<file path="src/iopl_pkg.sv">
// Overview of operation
// - while the global pull-up disable bit is set, no port pin has its pull-up on, whatever its direction and latch bits say.
// - the global pull-up disable bit is bit 4 of the core control register, read/write, reset to zero.
// - an enabled timer five compare output A, B or C drives port L bit 3, 4 or 5 in place of the latch.
// - no port L pin has pull-up, direction or input gating overridden, and bits 7 and 6 have no alternate use.
// - the sampled level of port L bit 2 is the external count source of timer five.
// - the sampled level of port L bit 1 is the capture trigger of timer five.
// - the sampled level of port L bit 0 is the capture trigger of timer four.
// - every output latch register is eight bits, read/write, reset to zero; port A's sits at 0x02.
// - every direction register is eight bits, read/write, reset to zero (all inputs); port A's sits at 0x01.
// - every pin input register returns the sampled pin levels; port A's sits at 0x00.
// - every register except port L's answers at its I/O index and again at that index plus 0x20.
package iopl_pkg;

  // ****************************************
  // slots, kinds and register indices
  // ****************************************
  localparam int IOPL_NSLOT = 6;
  localparam int IOPL_IDX_W = 10;
  localparam int IOPL_ADDR_LSB = 2;
  localparam logic [2:0] PORT_A = 3'h0;
  localparam logic [2:0] PORT_B = 3'h1;
  localparam logic [2:0] PORT_C = 3'h2;
  localparam logic [2:0] PORT_D = 3'h3;
  localparam logic [2:0] PORT_E = 3'h4;
  localparam logic [2:0] PORT_L = 3'h5;
  localparam logic [1:0] KIND_INPUT = 2'h0;
  localparam logic [1:0] KIND_DIRECTION = 2'h1;
  localparam logic [1:0] KIND_LATCH = 2'h2;
  localparam logic [1:0] KIND_CORE = 2'h3;
  localparam logic [9:0] IDX_PORT_A_INPUT_LEVELS = 10'h000;
  localparam logic [9:0] IDX_PORT_A_DIRECTION = 10'h001;
  localparam logic [9:0] IDX_PORT_A_OUTPUT_LATCH = 10'h002;
  localparam logic [9:0] IDX_PORT_B_INPUT_LEVELS = 10'h003;
  localparam logic [9:0] IDX_PORT_B_DIRECTION = 10'h004;
  localparam logic [9:0] IDX_PORT_B_OUTPUT_LATCH = 10'h005;
  localparam logic [9:0] IDX_PORT_C_INPUT_LEVELS = 10'h006;
  localparam logic [9:0] IDX_PORT_C_DIRECTION = 10'h007;
  localparam logic [9:0] IDX_PORT_C_OUTPUT_LATCH = 10'h008;
  localparam logic [9:0] IDX_PORT_D_INPUT_LEVELS = 10'h009;
  localparam logic [9:0] IDX_PORT_D_DIRECTION = 10'h00a;
  localparam logic [9:0] IDX_PORT_D_OUTPUT_LATCH = 10'h00b;
  localparam logic [9:0] IDX_PORT_E_INPUT_LEVELS = 10'h00c;
  localparam logic [9:0] IDX_PORT_E_DIRECTION = 10'h00d;
  localparam logic [9:0] IDX_PORT_E_OUTPUT_LATCH = 10'h00e;
  localparam logic [9:0] IDX_CORE_CONTROL = 10'h035;
  localparam logic [9:0] IDX_PORT_L_INPUT_LEVELS = 10'h070;
  localparam logic [9:0] IDX_PORT_L_DIRECTION = 10'h071;
  localparam logic [9:0] IDX_PORT_L_OUTPUT_LATCH = 10'h072;
  localparam logic [9:0] IDX_DATA_ALIAS = 10'h020;
  localparam logic [9:0] IDX_ALIAS_LIMIT = 10'h060;

  // ****************************************
  // fields and reset values
  // ****************************************
  localparam int CORE_SCAN_BIT = 7;
  localparam int CORE_PULLUP_OFF_BIT = 4;
  localparam int CORE_VSEL_BIT = 1;
  localparam int CORE_VCE_BIT = 0;
  localparam logic [7:0] CORE_WRITABLE_MASK = 8'h93;
  localparam logic [7:0] CORE_RESET = 8'h00;
  localparam logic [7:0] LATCH_RESET = 8'h00;
  localparam logic [7:0] DIRECTION_RESET = 8'h00;
  localparam logic [7:0] SAMPLE_RESET = 8'h00;
  localparam int L_CMP_A_BIT = 3;
  localparam int L_CMP_B_BIT = 4;
  localparam int L_CMP_C_BIT = 5;
  localparam int L_COUNT_BIT = 2;
  localparam int L_CAP5_BIT = 1;
  localparam int L_CAP4_BIT = 0;
  localparam logic [1:0] RESP_OKAY = 2'h0;
  localparam logic [1:0] RESP_SLVERR = 2'h2;

  // {hit, slot, kind}
  typedef logic [5:0] iopl_sel_t;

  typedef enum logic [3:0] {
    WR_IDLE = 4'h1,
    WR_HAVE_ADDR = 4'h2,
    WR_HAVE_DATA = 4'h4,
    WR_RESP = 4'h8
  } iopl_wr_state_e;

endpackage

</file>
<file path="src/iopl_pad_bank.sv">
`timescale 1ns/1ps
module iopl_pad_bank (
  input wire logic aclk,
  input wire logic aresetn,
  input wire logic [7:0] output_latch,
  input wire logic [7:0] direction,
  input wire logic global_pullup_off,
  input wire logic [7:0] pin_value_override_enable,
  input wire logic [7:0] pin_value_override_value,
  input wire logic [7:0] pin_level,
  output logic [7:0] pad_out,
  output logic [7:0] pad_oe,
  output logic [7:0] pad_pullup,
  output logic [7:0] sampled_pin_value
);
  import iopl_pkg::*;

  // ****************************************
  // driver side
  // ****************************************
  // override only replaces the value; direction stays with software
  assign pad_out = (pin_value_override_enable & pin_value_override_value) |
                   (~pin_value_override_enable & output_latch);
  assign pad_oe = direction;
  // pull-up only on an input with latch one, and never when disabled globally
  assign pad_pullup = ~direction & output_latch & {8{~global_pullup_off}};

  // ****************************************
  // input side
  // ****************************************
  // pins are synchronous already, so one sampling stage is enough
  always_ff @(posedge aclk) begin
    if (!aresetn) begin
      sampled_pin_value <= SAMPLE_RESET;
    end else begin
      sampled_pin_value <= pin_level;
    end
  end

endmodule

</file>
<file path="src/iopl_port_l_route.sv">
`timescale 1ns/1ps
module iopl_port_l_route (
  input wire logic timer_five_compare_en_a,
  input wire logic timer_five_compare_en_b,
  input wire logic timer_five_compare_en_c,
  input wire logic timer_five_compare_out_a,
  input wire logic timer_five_compare_out_b,
  input wire logic timer_five_compare_out_c,
  input wire logic [7:0] sampled_pin_value,
  output logic [7:0] pin_value_override_enable,
  output logic [7:0] pin_value_override_value,
  output logic timer_five_count_source,
  output logic timer_five_capture_trigger,
  output logic timer_four_capture_trigger
);
  import iopl_pkg::*;

  // ****************************************
  // compare outputs onto bits 5..3
  // ****************************************
  // bits 7, 6 and 2..0 are never overridden
  always_comb begin
    pin_value_override_enable = 8'h00;
    pin_value_override_value = 8'h00;
    pin_value_override_enable[L_CMP_A_BIT] = timer_five_compare_en_a;
    pin_value_override_enable[L_CMP_B_BIT] = timer_five_compare_en_b;
    pin_value_override_enable[L_CMP_C_BIT] = timer_five_compare_en_c;
    pin_value_override_value[L_CMP_A_BIT] = timer_five_compare_out_a;
    pin_value_override_value[L_CMP_B_BIT] = timer_five_compare_out_b;
    pin_value_override_value[L_CMP_C_BIT] = timer_five_compare_out_c;
  end

  // ****************************************
  // sampled inputs to the timers
  // ****************************************
  assign timer_five_count_source = sampled_pin_value[L_COUNT_BIT];
  assign timer_five_capture_trigger = sampled_pin_value[L_CAP5_BIT];
  assign timer_four_capture_trigger = sampled_pin_value[L_CAP4_BIT];

endmodule

</file>
<file path="src/iopl_top.sv">
// Added by the designer: the AXI4-Lite interface to the registers.
`timescale 1ns/1ps
module iopl_top (
  input wire logic aclk,
  input wire logic aresetn,
  input wire logic [31:0] s_axi_awaddr,
  input wire logic [2:0] s_axi_awprot,
  input wire logic s_axi_awvalid,
  output logic s_axi_awready,
  input wire logic [31:0] s_axi_wdata,
  input wire logic [3:0] s_axi_wstrb,
  input wire logic s_axi_wvalid,
  output logic s_axi_wready,
  output logic [1:0] s_axi_bresp,
  output logic s_axi_bvalid,
  input wire logic s_axi_bready,
  input wire logic [31:0] s_axi_araddr,
  input wire logic [2:0] s_axi_arprot,
  input wire logic s_axi_arvalid,
  output logic s_axi_arready,
  output logic [31:0] s_axi_rdata,
  output logic [1:0] s_axi_rresp,
  output logic s_axi_rvalid,
  input wire logic s_axi_rready,
  input wire logic [4:0][7:0] port_pin_level,
  output logic [4:0][7:0] port_pin_out,
  output logic [4:0][7:0] port_pin_oe,
  output logic [4:0][7:0] port_pin_pullup,
  input wire logic [7:0] port_l_pin_level,
  output logic [7:0] port_l_pin_out,
  output logic [7:0] port_l_pin_oe,
  output logic [7:0] port_l_pin_pullup,
  input wire logic timer_five_compare_en_a,
  input wire logic timer_five_compare_en_b,
  input wire logic timer_five_compare_en_c,
  input wire logic timer_five_compare_out_a,
  input wire logic timer_five_compare_out_b,
  input wire logic timer_five_compare_out_c,
  output logic timer_five_count_source,
  output logic timer_five_capture_trigger,
  output logic timer_four_capture_trigger,
  output logic scan_port_disable,
  output logic vector_table_select,
  output logic vector_change_enable
);
  import iopl_pkg::*;

  // ****************************************
  // address decode
  // ****************************************
  // one index table, shared by the read and the write path
  function automatic iopl_sel_t decode_direct(input logic [9:0] idx);
    iopl_sel_t sel;
    sel = 6'h00;
    unique case (idx)
      IDX_PORT_A_INPUT_LEVELS: sel = {1'b1, PORT_A, KIND_INPUT};
      IDX_PORT_A_DIRECTION: sel = {1'b1, PORT_A, KIND_DIRECTION};
      IDX_PORT_A_OUTPUT_LATCH: sel = {1'b1, PORT_A, KIND_LATCH};
      IDX_PORT_B_INPUT_LEVELS: sel = {1'b1, PORT_B, KIND_INPUT};
      IDX_PORT_B_DIRECTION: sel = {1'b1, PORT_B, KIND_DIRECTION};
      IDX_PORT_B_OUTPUT_LATCH: sel = {1'b1, PORT_B, KIND_LATCH};
      IDX_PORT_C_INPUT_LEVELS: sel = {1'b1, PORT_C, KIND_INPUT};
      IDX_PORT_C_DIRECTION: sel = {1'b1, PORT_C, KIND_DIRECTION};
      IDX_PORT_C_OUTPUT_LATCH: sel = {1'b1, PORT_C, KIND_LATCH};
      IDX_PORT_D_INPUT_LEVELS: sel = {1'b1, PORT_D, KIND_INPUT};
      IDX_PORT_D_DIRECTION: sel = {1'b1, PORT_D, KIND_DIRECTION};
      IDX_PORT_D_OUTPUT_LATCH: sel = {1'b1, PORT_D, KIND_LATCH};
      IDX_PORT_E_INPUT_LEVELS: sel = {1'b1, PORT_E, KIND_INPUT};
      IDX_PORT_E_DIRECTION: sel = {1'b1, PORT_E, KIND_DIRECTION};
      IDX_PORT_E_OUTPUT_LATCH: sel = {1'b1, PORT_E, KIND_LATCH};
      IDX_CORE_CONTROL: sel = {1'b1, PORT_A, KIND_CORE};
      IDX_PORT_L_INPUT_LEVELS: sel = {1'b1, PORT_L, KIND_INPUT};
      IDX_PORT_L_DIRECTION: sel = {1'b1, PORT_L, KIND_DIRECTION};
      IDX_PORT_L_OUTPUT_LATCH: sel = {1'b1, PORT_L, KIND_LATCH};
      default: sel = 6'h00;
    endcase
    return sel;
  endfunction

  // direct index first, then the data-space copy 0x20 higher
  function automatic iopl_sel_t decode(input logic [31:0] addr);
    logic [9:0] idx;
    iopl_sel_t sel;
    idx = addr[IOPL_ADDR_LSB +: IOPL_IDX_W];
    sel = decode_direct(idx);
    if (!sel[5] && idx >= IDX_DATA_ALIAS && idx < IDX_ALIAS_LIMIT) begin
      sel = decode_direct(idx - IDX_DATA_ALIAS);
    end
    if (addr[31:IOPL_ADDR_LSB + IOPL_IDX_W] != '0) begin
      sel = 6'h00;
    end
    return sel;
  endfunction

  // ****************************************
  // register storage
  // ****************************************
  logic [7:0] output_latch [IOPL_NSLOT];
  logic [7:0] direction [IOPL_NSLOT];
  logic [7:0] sampled_pin_value [IOPL_NSLOT];
  logic [7:0] core_control;
  logic global_pullup_off;

  // ****************************************
  // write channel
  // ****************************************
  iopl_wr_state_e wr_state;
  iopl_wr_state_e next_wr_state;
  logic [31:0] held_awaddr;
  logic [31:0] held_wdata;
  logic [3:0] held_wstrb;
  logic aw_hs;
  logic w_hs;
  logic wr_fire;
  logic [31:0] eff_addr;
  logic [31:0] eff_data;
  logic [3:0] eff_strb;
  iopl_sel_t wr_sel;
  logic wr_do;
  logic [1:0] bresp_q;

  // address and data may come in either order, or together
  assign s_axi_awready = (wr_state == WR_IDLE) || (wr_state == WR_HAVE_DATA);
  assign s_axi_wready = (wr_state == WR_IDLE) || (wr_state == WR_HAVE_ADDR);
  assign s_axi_bvalid = (wr_state == WR_RESP);
  assign s_axi_bresp = bresp_q;
  assign aw_hs = s_axi_awvalid && s_axi_awready;
  assign w_hs = s_axi_wvalid && s_axi_wready;
  assign eff_addr = aw_hs ? s_axi_awaddr : held_awaddr;
  assign eff_data = w_hs ? s_axi_wdata : held_wdata;
  assign eff_strb = w_hs ? s_axi_wstrb : held_wstrb;
  assign wr_fire = (wr_state == WR_IDLE && aw_hs && w_hs) ||
                   (wr_state == WR_HAVE_ADDR && w_hs) ||
                   (wr_state == WR_HAVE_DATA && aw_hs);
  assign wr_sel = decode(eff_addr);
  // only byte lane 0 carries register bits
  assign wr_do = wr_fire && wr_sel[5] && eff_strb[0];

  // write sequencing
  always_comb begin
    next_wr_state = wr_state;
    unique case (wr_state)
      WR_IDLE: begin
        if (wr_fire) begin
          next_wr_state = WR_RESP;
        end else if (aw_hs) begin
          next_wr_state = WR_HAVE_ADDR;
        end else if (w_hs) begin
          next_wr_state = WR_HAVE_DATA;
        end
      end
      WR_HAVE_ADDR: begin
        if (wr_fire) begin
          next_wr_state = WR_RESP;
        end
      end
      WR_HAVE_DATA: begin
        if (wr_fire) begin
          next_wr_state = WR_RESP;
        end
      end
      WR_RESP: begin
        if (s_axi_bready) begin
          next_wr_state = WR_IDLE;
        end
      end
      default: next_wr_state = WR_IDLE;
    endcase
  end

  always_ff @(posedge aclk) begin
    if (!aresetn) begin
      wr_state <= WR_IDLE;
    end else begin
      wr_state <= next_wr_state;
    end
  end

  // holding registers for whichever half arrives first
  always_ff @(posedge aclk) begin
    if (!aresetn) begin
      held_awaddr <= 32'h0000_0000;
      held_wdata <= 32'h0000_0000;
      held_wstrb <= 4'h0;
    end else begin
      if (aw_hs) begin
        held_awaddr <= s_axi_awaddr;
      end
      if (w_hs) begin
        held_wdata <= s_axi_wdata;
        held_wstrb <= s_axi_wstrb;
      end
    end
  end

  // unmapped writes are dropped but still answered
  always_ff @(posedge aclk) begin
    if (!aresetn) begin
      bresp_q <= RESP_OKAY;
    end else if (wr_fire) begin
      bresp_q <= wr_sel[5] ? RESP_OKAY : RESP_SLVERR;
    end
  end

  // ****************************************
  // port registers
  // ****************************************
  // pins follow these flops combinationally, so a write shows at its own edge
  always_ff @(posedge aclk) begin
    if (!aresetn) begin
      for (int i = 0; i < IOPL_NSLOT; i++) begin
        output_latch[i] <= LATCH_RESET;
      end
    end else if (wr_do && wr_sel[1:0] == KIND_LATCH) begin
      output_latch[wr_sel[4:2]] <= eff_data[7:0];
    end
  end

  always_ff @(posedge aclk) begin
    if (!aresetn) begin
      for (int i = 0; i < IOPL_NSLOT; i++) begin
        direction[i] <= DIRECTION_RESET;
      end
    end else if (wr_do && wr_sel[1:0] == KIND_DIRECTION) begin
      direction[wr_sel[4:2]] <= eff_data[7:0];
    end
  end

  // reserved bits never take a one
  always_ff @(posedge aclk) begin
    if (!aresetn) begin
      core_control <= CORE_RESET;
    end else if (wr_do && wr_sel[1:0] == KIND_CORE) begin
      core_control <= eff_data[7:0] & CORE_WRITABLE_MASK;
    end
  end

  assign global_pullup_off = core_control[CORE_PULLUP_OFF_BIT];
  assign scan_port_disable = core_control[CORE_SCAN_BIT];
  assign vector_table_select = core_control[CORE_VSEL_BIT];
  assign vector_change_enable = core_control[CORE_VCE_BIT];

  // ****************************************
  // read channel
  // ****************************************
  iopl_sel_t rd_sel;
  logic ar_hs;
  logic [7:0] rd_byte;

  assign s_axi_arready = !s_axi_rvalid;
  assign ar_hs = s_axi_arvalid && s_axi_arready;
  assign rd_sel = decode(s_axi_araddr);

  // read mux; input registers show the sampled pins, not the latch
  always_comb begin
    rd_byte = 8'h00;
    if (rd_sel[5]) begin
      unique case (rd_sel[1:0])
        KIND_INPUT: rd_byte = sampled_pin_value[rd_sel[4:2]];
        KIND_DIRECTION: rd_byte = direction[rd_sel[4:2]];
        KIND_LATCH: rd_byte = output_latch[rd_sel[4:2]];
        KIND_CORE: rd_byte = core_control;
      endcase
    end
  end

  always_ff @(posedge aclk) begin
    if (!aresetn) begin
      s_axi_rvalid <= 1'b0;
      s_axi_rdata <= 32'h0000_0000;
      s_axi_rresp <= RESP_OKAY;
    end else if (ar_hs) begin
      s_axi_rvalid <= 1'b1;
      s_axi_rdata <= {24'h00_0000, rd_byte};
      s_axi_rresp <= rd_sel[5] ? RESP_OKAY : RESP_SLVERR;
    end else if (s_axi_rready) begin
      s_axi_rvalid <= 1'b0;
    end
  end

  // ****************************************
  // pad banks
  // ****************************************
  logic [7:0] l_override_enable;
  logic [7:0] l_override_value;

  iopl_port_l_route u_port_l_route (
    .timer_five_compare_en_a(timer_five_compare_en_a),
    .timer_five_compare_en_b(timer_five_compare_en_b),
    .timer_five_compare_en_c(timer_five_compare_en_c),
    .timer_five_compare_out_a(timer_five_compare_out_a),
    .timer_five_compare_out_b(timer_five_compare_out_b),
    .timer_five_compare_out_c(timer_five_compare_out_c),
    .sampled_pin_value(sampled_pin_value[PORT_L]),
    .pin_value_override_enable(l_override_enable),
    .pin_value_override_value(l_override_value),
    .timer_five_count_source(timer_five_count_source),
    .timer_five_capture_trigger(timer_five_capture_trigger),
    .timer_four_capture_trigger(timer_four_capture_trigger)
  );

  // ports a..e carry no alternate function in this block
  for (genvar g = 0; g < IOPL_NSLOT; g++) begin : g_bank
    if (g == int'(PORT_L)) begin : g_l
      iopl_pad_bank u_bank (
        .aclk(aclk),
        .aresetn(aresetn),
        .output_latch(output_latch[g]),
        .direction(direction[g]),
        .global_pullup_off(global_pullup_off),
        .pin_value_override_enable(l_override_enable),
        .pin_value_override_value(l_override_value),
        .pin_level(port_l_pin_level),
        .pad_out(port_l_pin_out),
        .pad_oe(port_l_pin_oe),
        .pad_pullup(port_l_pin_pullup),
        .sampled_pin_value(sampled_pin_value[g])
      );
    end else begin : g_plain
      iopl_pad_bank u_bank (
        .aclk(aclk),
        .aresetn(aresetn),
        .output_latch(output_latch[g]),
        .direction(direction[g]),
        .global_pullup_off(global_pullup_off),
        .pin_value_override_enable(8'h00),
        .pin_value_override_value(8'h00),
        .pin_level(port_pin_level[g]),
        .pad_out(port_pin_out[g]),
        .pad_oe(port_pin_oe[g]),
        .pad_pullup(port_pin_pullup[g]),
        .sampled_pin_value(sampled_pin_value[g])
      );
    end
  end
endmodule

</file>
<file path="config.mk">
export PLATFORM = sky130hd
export DESIGN_NAME = iopl_top
export DESIGN_NICKNAME = d
export VERILOG_FILES = /design/src/iopl_pkg.sv /design/src/iopl_pad_bank.sv /design/src/iopl_port_l_route.sv /design/src/iopl_top.sv
export SDC_FILE = /design/constraint.sdc
export NUM_CORES = 1
export LEC_CHECK = 0
export BUFFER_PORTS_ARGS = -buffer_cell sky130_fd_sc_hd__buf_2
export CAP_MARGIN = 0
export CORE_MARGIN = 1
export CORE_UTILIZATION = 50
export DETAILED_ROUTE_END_ITERATION = 12
export GPL_ROUTABILITY_DRIVEN = 0
export GPL_TIMING_DRIVEN = 1
export PLACE_DENSITY = 0.79
export SYNTH_ARGS = -nofsm -noshare
export SYNTH_HDL_FRONTEND = slang
export SYNTH_SLANG_ARGS = --single-unit
</file>
<file path="constraint.sdc">
create_clock -name aclk -period 5 [get_ports aclk]
set_input_delay 1 -clock aclk [delete_from_list [all_inputs] [get_ports aclk]]
set_output_delay 1 -clock aclk [all_outputs]
set_load 0.01 [all_outputs]
</file>
==> results.py <==
metrics = {
    "clock_network": {
        "cts_max_level": 1,
        "clk_pin_slew_ns": 0.06,
        "cts_made_buffers": 24,
        "clk_latency_ns": 0.53,
        "cts.hold.buffers_added": 0,
        "cts_resized": 0,
        "tritoncts": "built",
        "cts_buffer_depth": 3,
        "clock_sinks": 208,
        "root_buffer": "clkbuf_16",
        "post_cts_buffers": 0,
    },
    "timing": {
        "fin_worst_skew_ns": 0.0181,
        "fin_crit_ns": 4.26,
        "grt_setup_unrepaired": "false",
        "max_freq_ghz": 0.235,
        "drv_slew": 0,
        "fin_tns_setup_ns": 0,
        "setup_violations": 0,
        "hold_violations": 0,
        "worst_slew_pin_slew_ns": 1.16,
        "holdWs_ns": 0.458,
        "slew_headroom_pct": 21.8,
        "period_share_pct": 85.3,
    },
    "placement": {
        "place_area_um2": 12800,
        "io_buffers": 294,
        "hpwl_um": 27900,
    },
    "cells_and_area": {
        "fillCellCount": 1873,
        "synthToLayoutAreaGrowth_pct": 22.1,
        "multi_input_area_um2": 5450,
        "drive_gt1_share_pct": 28.4,
        "antennaDiodeCount": 0,
        "nets": 1659,
        "finish.instance_area_um2": 13700,
        "final_util_pct": 62.4,
        "seq_area_um2": 5190,
    },
    "detailed_routing": {
        "antenna_left": 0,
        "routedWlPerCell_um": 21.3,
        "drtIter0Drc": 1301,
        "drc": 0,
        "num_vias": 10800,
        "first_pass_iters": 5,
        "viasPerCell": 6.01,
        "drt_wl_total_um": 38100,
    },
    "logic_synthesis": {
        "synthTopCellsByCount": "nand2_1, dfxtp_1, edfxtp_1, nor2_1, and2_1",
        "yosysTopAreaCellShare_pct": 27.4,
        "synth_edf_count": 102,
        "synth.distinct_cells": 85,
        "ys_top_cells_by_area": "edfxtp_1, dfxtp_1, nand2_1",
        "ys_seq_area_share_pct": 46.4,
        "syn_inst": 1218,
        "synth_top_area_cell": "edfxtp_1",
        "ys_async_sr_fraction_pct": 0,
        "synthFlopType": "dfxtp_1",
        "yosysWarningCount": 0,
        "ys_ff_latch": 208,
        "synth_most_common_cell": "nand2_1",
        "syn_area_per_cell_um2": 9.18,
        "netlist_area_um2": 11200,
    },
    "global_route": {
        "grt_pass1_vias": 9737,
        "grt_max_degree": 51,
        "gr-usage-all-layers_pct": 32.0,
        "antenna_found_initial": 0,
        "overflow": 0,
        "grt_pass1_wl_um": 55000,
    },
    "floorplan": {
        "die_area_um2": 23000,
        "ioPinCount": 358,
        "dieWidth_um": 152,
        "coreArea_um2": 21900,
        "fp.dieH_um": 152,
        "start_util_pct": 51.1,
        "num_rows": 54,
    },
    "setup_path": {
        "path_buf_inv": 1,
        "critPathLaunchType": "flop",
        "crit_chain": "xor2_4 -> nand3_4 -> buf_4 -> nor3_1 -> a41oi_2 -> a2111oi_2 -> nand4b_1 -> o21ai_0",
        "cp-end-kind": "flop",
        "crit_path_max_incr_delay_ns": 1.05,
        "slowest_stage": "o21ai_0",
        "cp.arrival_ns": 4.39,
        "critPathMaxFanout": 29,
        "worst-path-stages": 8,
        "reg2regPathDepth": 8,
        "path_class": "flop to flop",
        "cp.required_ns": 5.13,
        "critPathTopFamily": "compound AO/OA/AOI/OAI gates",
    },
    "job": {
        "drv_cap": 0,
    },
    "power_and_ir_drop": {
        "p_per_area_nw_per_um2": 338,
        "power.leakage_nw": 5.86,
        "peakVddDrop_uv": 218,
        "power_mw": 4.62,
    },
    "outcome": {
        "status": "finished clean",
    },
    "worst_hold_path": {
        "whs_path_depth": 2,
        "min_path_type": "flop to flop",
    },
}
[flip-flops by register name (all words and copies together), names as in the netlist]
name,flops
s_axi_rresp,1
held_awaddr,30
output_latch,50
held_wdata,8
g_bank.g_l.u_bank.sampled_pin_value,8
held_wstrb,1
g_bank.g_plain.u_bank.sampled_pin_value,40
core_control,4
s_axi_bresp,1
s_axi_rvalid,1
s_axi_rdata,8
wr_state,4
direction,52
[final timing paths]
path | startpoint | end | slack (ns)
max reg2reg | wr_state[2] | direction[2][4] | 0.74
max | wr_state[2] | direction[2][4] | 0.74
min reg2reg | held_awaddr[26] | held_awaddr[26] | 0.46
min | held_awaddr[26] | held_awaddr[26] | 0.46
[area by class of cell]
class	instances	share of cell area [%]
multi-input combinational	902	39.9
timing repair buffer	327	12.7
clock buffer	30	4.87
sequential	208	38.0
inverter	27	0.742
clock inverter	14	1.26
tap	280	2.57
[worst register-to-register path: stages (launching register included)]
cell       delay [ns]
dfxtp_1          0.58
xor2_4           0.23
nand3_4          0.30
buf_4            0.36
nor3_1           0.24
a41oi_2          0.13
a2111oi_2        0.50
nand4b_1         0.47
o21ai_0          1.05
[metal layers]
layer  routed length [um]  track usage (%)  up-vias
met5                    0                0        -
met3                 4750             6.71      142
met4                 1970             14.6        0
li1                     -                -     4848
met1                14200             41.8     5005
met2                17200             51.0      755
[through the flow]
step | worst slack (ns) | instances
floorplan | 0.952 | 1249
global placement | 0.664 | 1744
detailed placement | 0.515 | 1744
CTS | 0.866 | 1788
global route | 0.472 | 1788
finish | 0.736 | 1788
[report_power, final]
part	internal (mW)	leakage [nW]	switching, mW
logic	0.307	3.53	0.479
clock network	1.14	0.401	0.707
registers	1.89	1.93	0.0963
[logic make-up after synthesis]
kind of cell | after synthesis | share of synthesized area [%]
AOI/OAI and AO/OA | 188 | 11.6
xor gates and xnor gates | 9 | 0.873
adders and majority gates | 3 | 0.313
buffers and inverters | 139 | 6.22
DFF | 208 | 46.4
muxes | 54 | 5.50
other | 1 | 0.0335
and+or+nand+nor | 616 | 29.1
[cell usage in the layout (no fill, tap or decap), types with 33 or more instances in the layout]
cell type,instances
nand3_1,47
buf_2,294
and2_1,62
nor3b_1,51
a21oi_1,45
o21ai_0,33
nor2_1,85
dfxtp_1,105
edfxtp_1,102
nand2_1,174
nor3_1,56
Power figures use the tool's default switching activity.
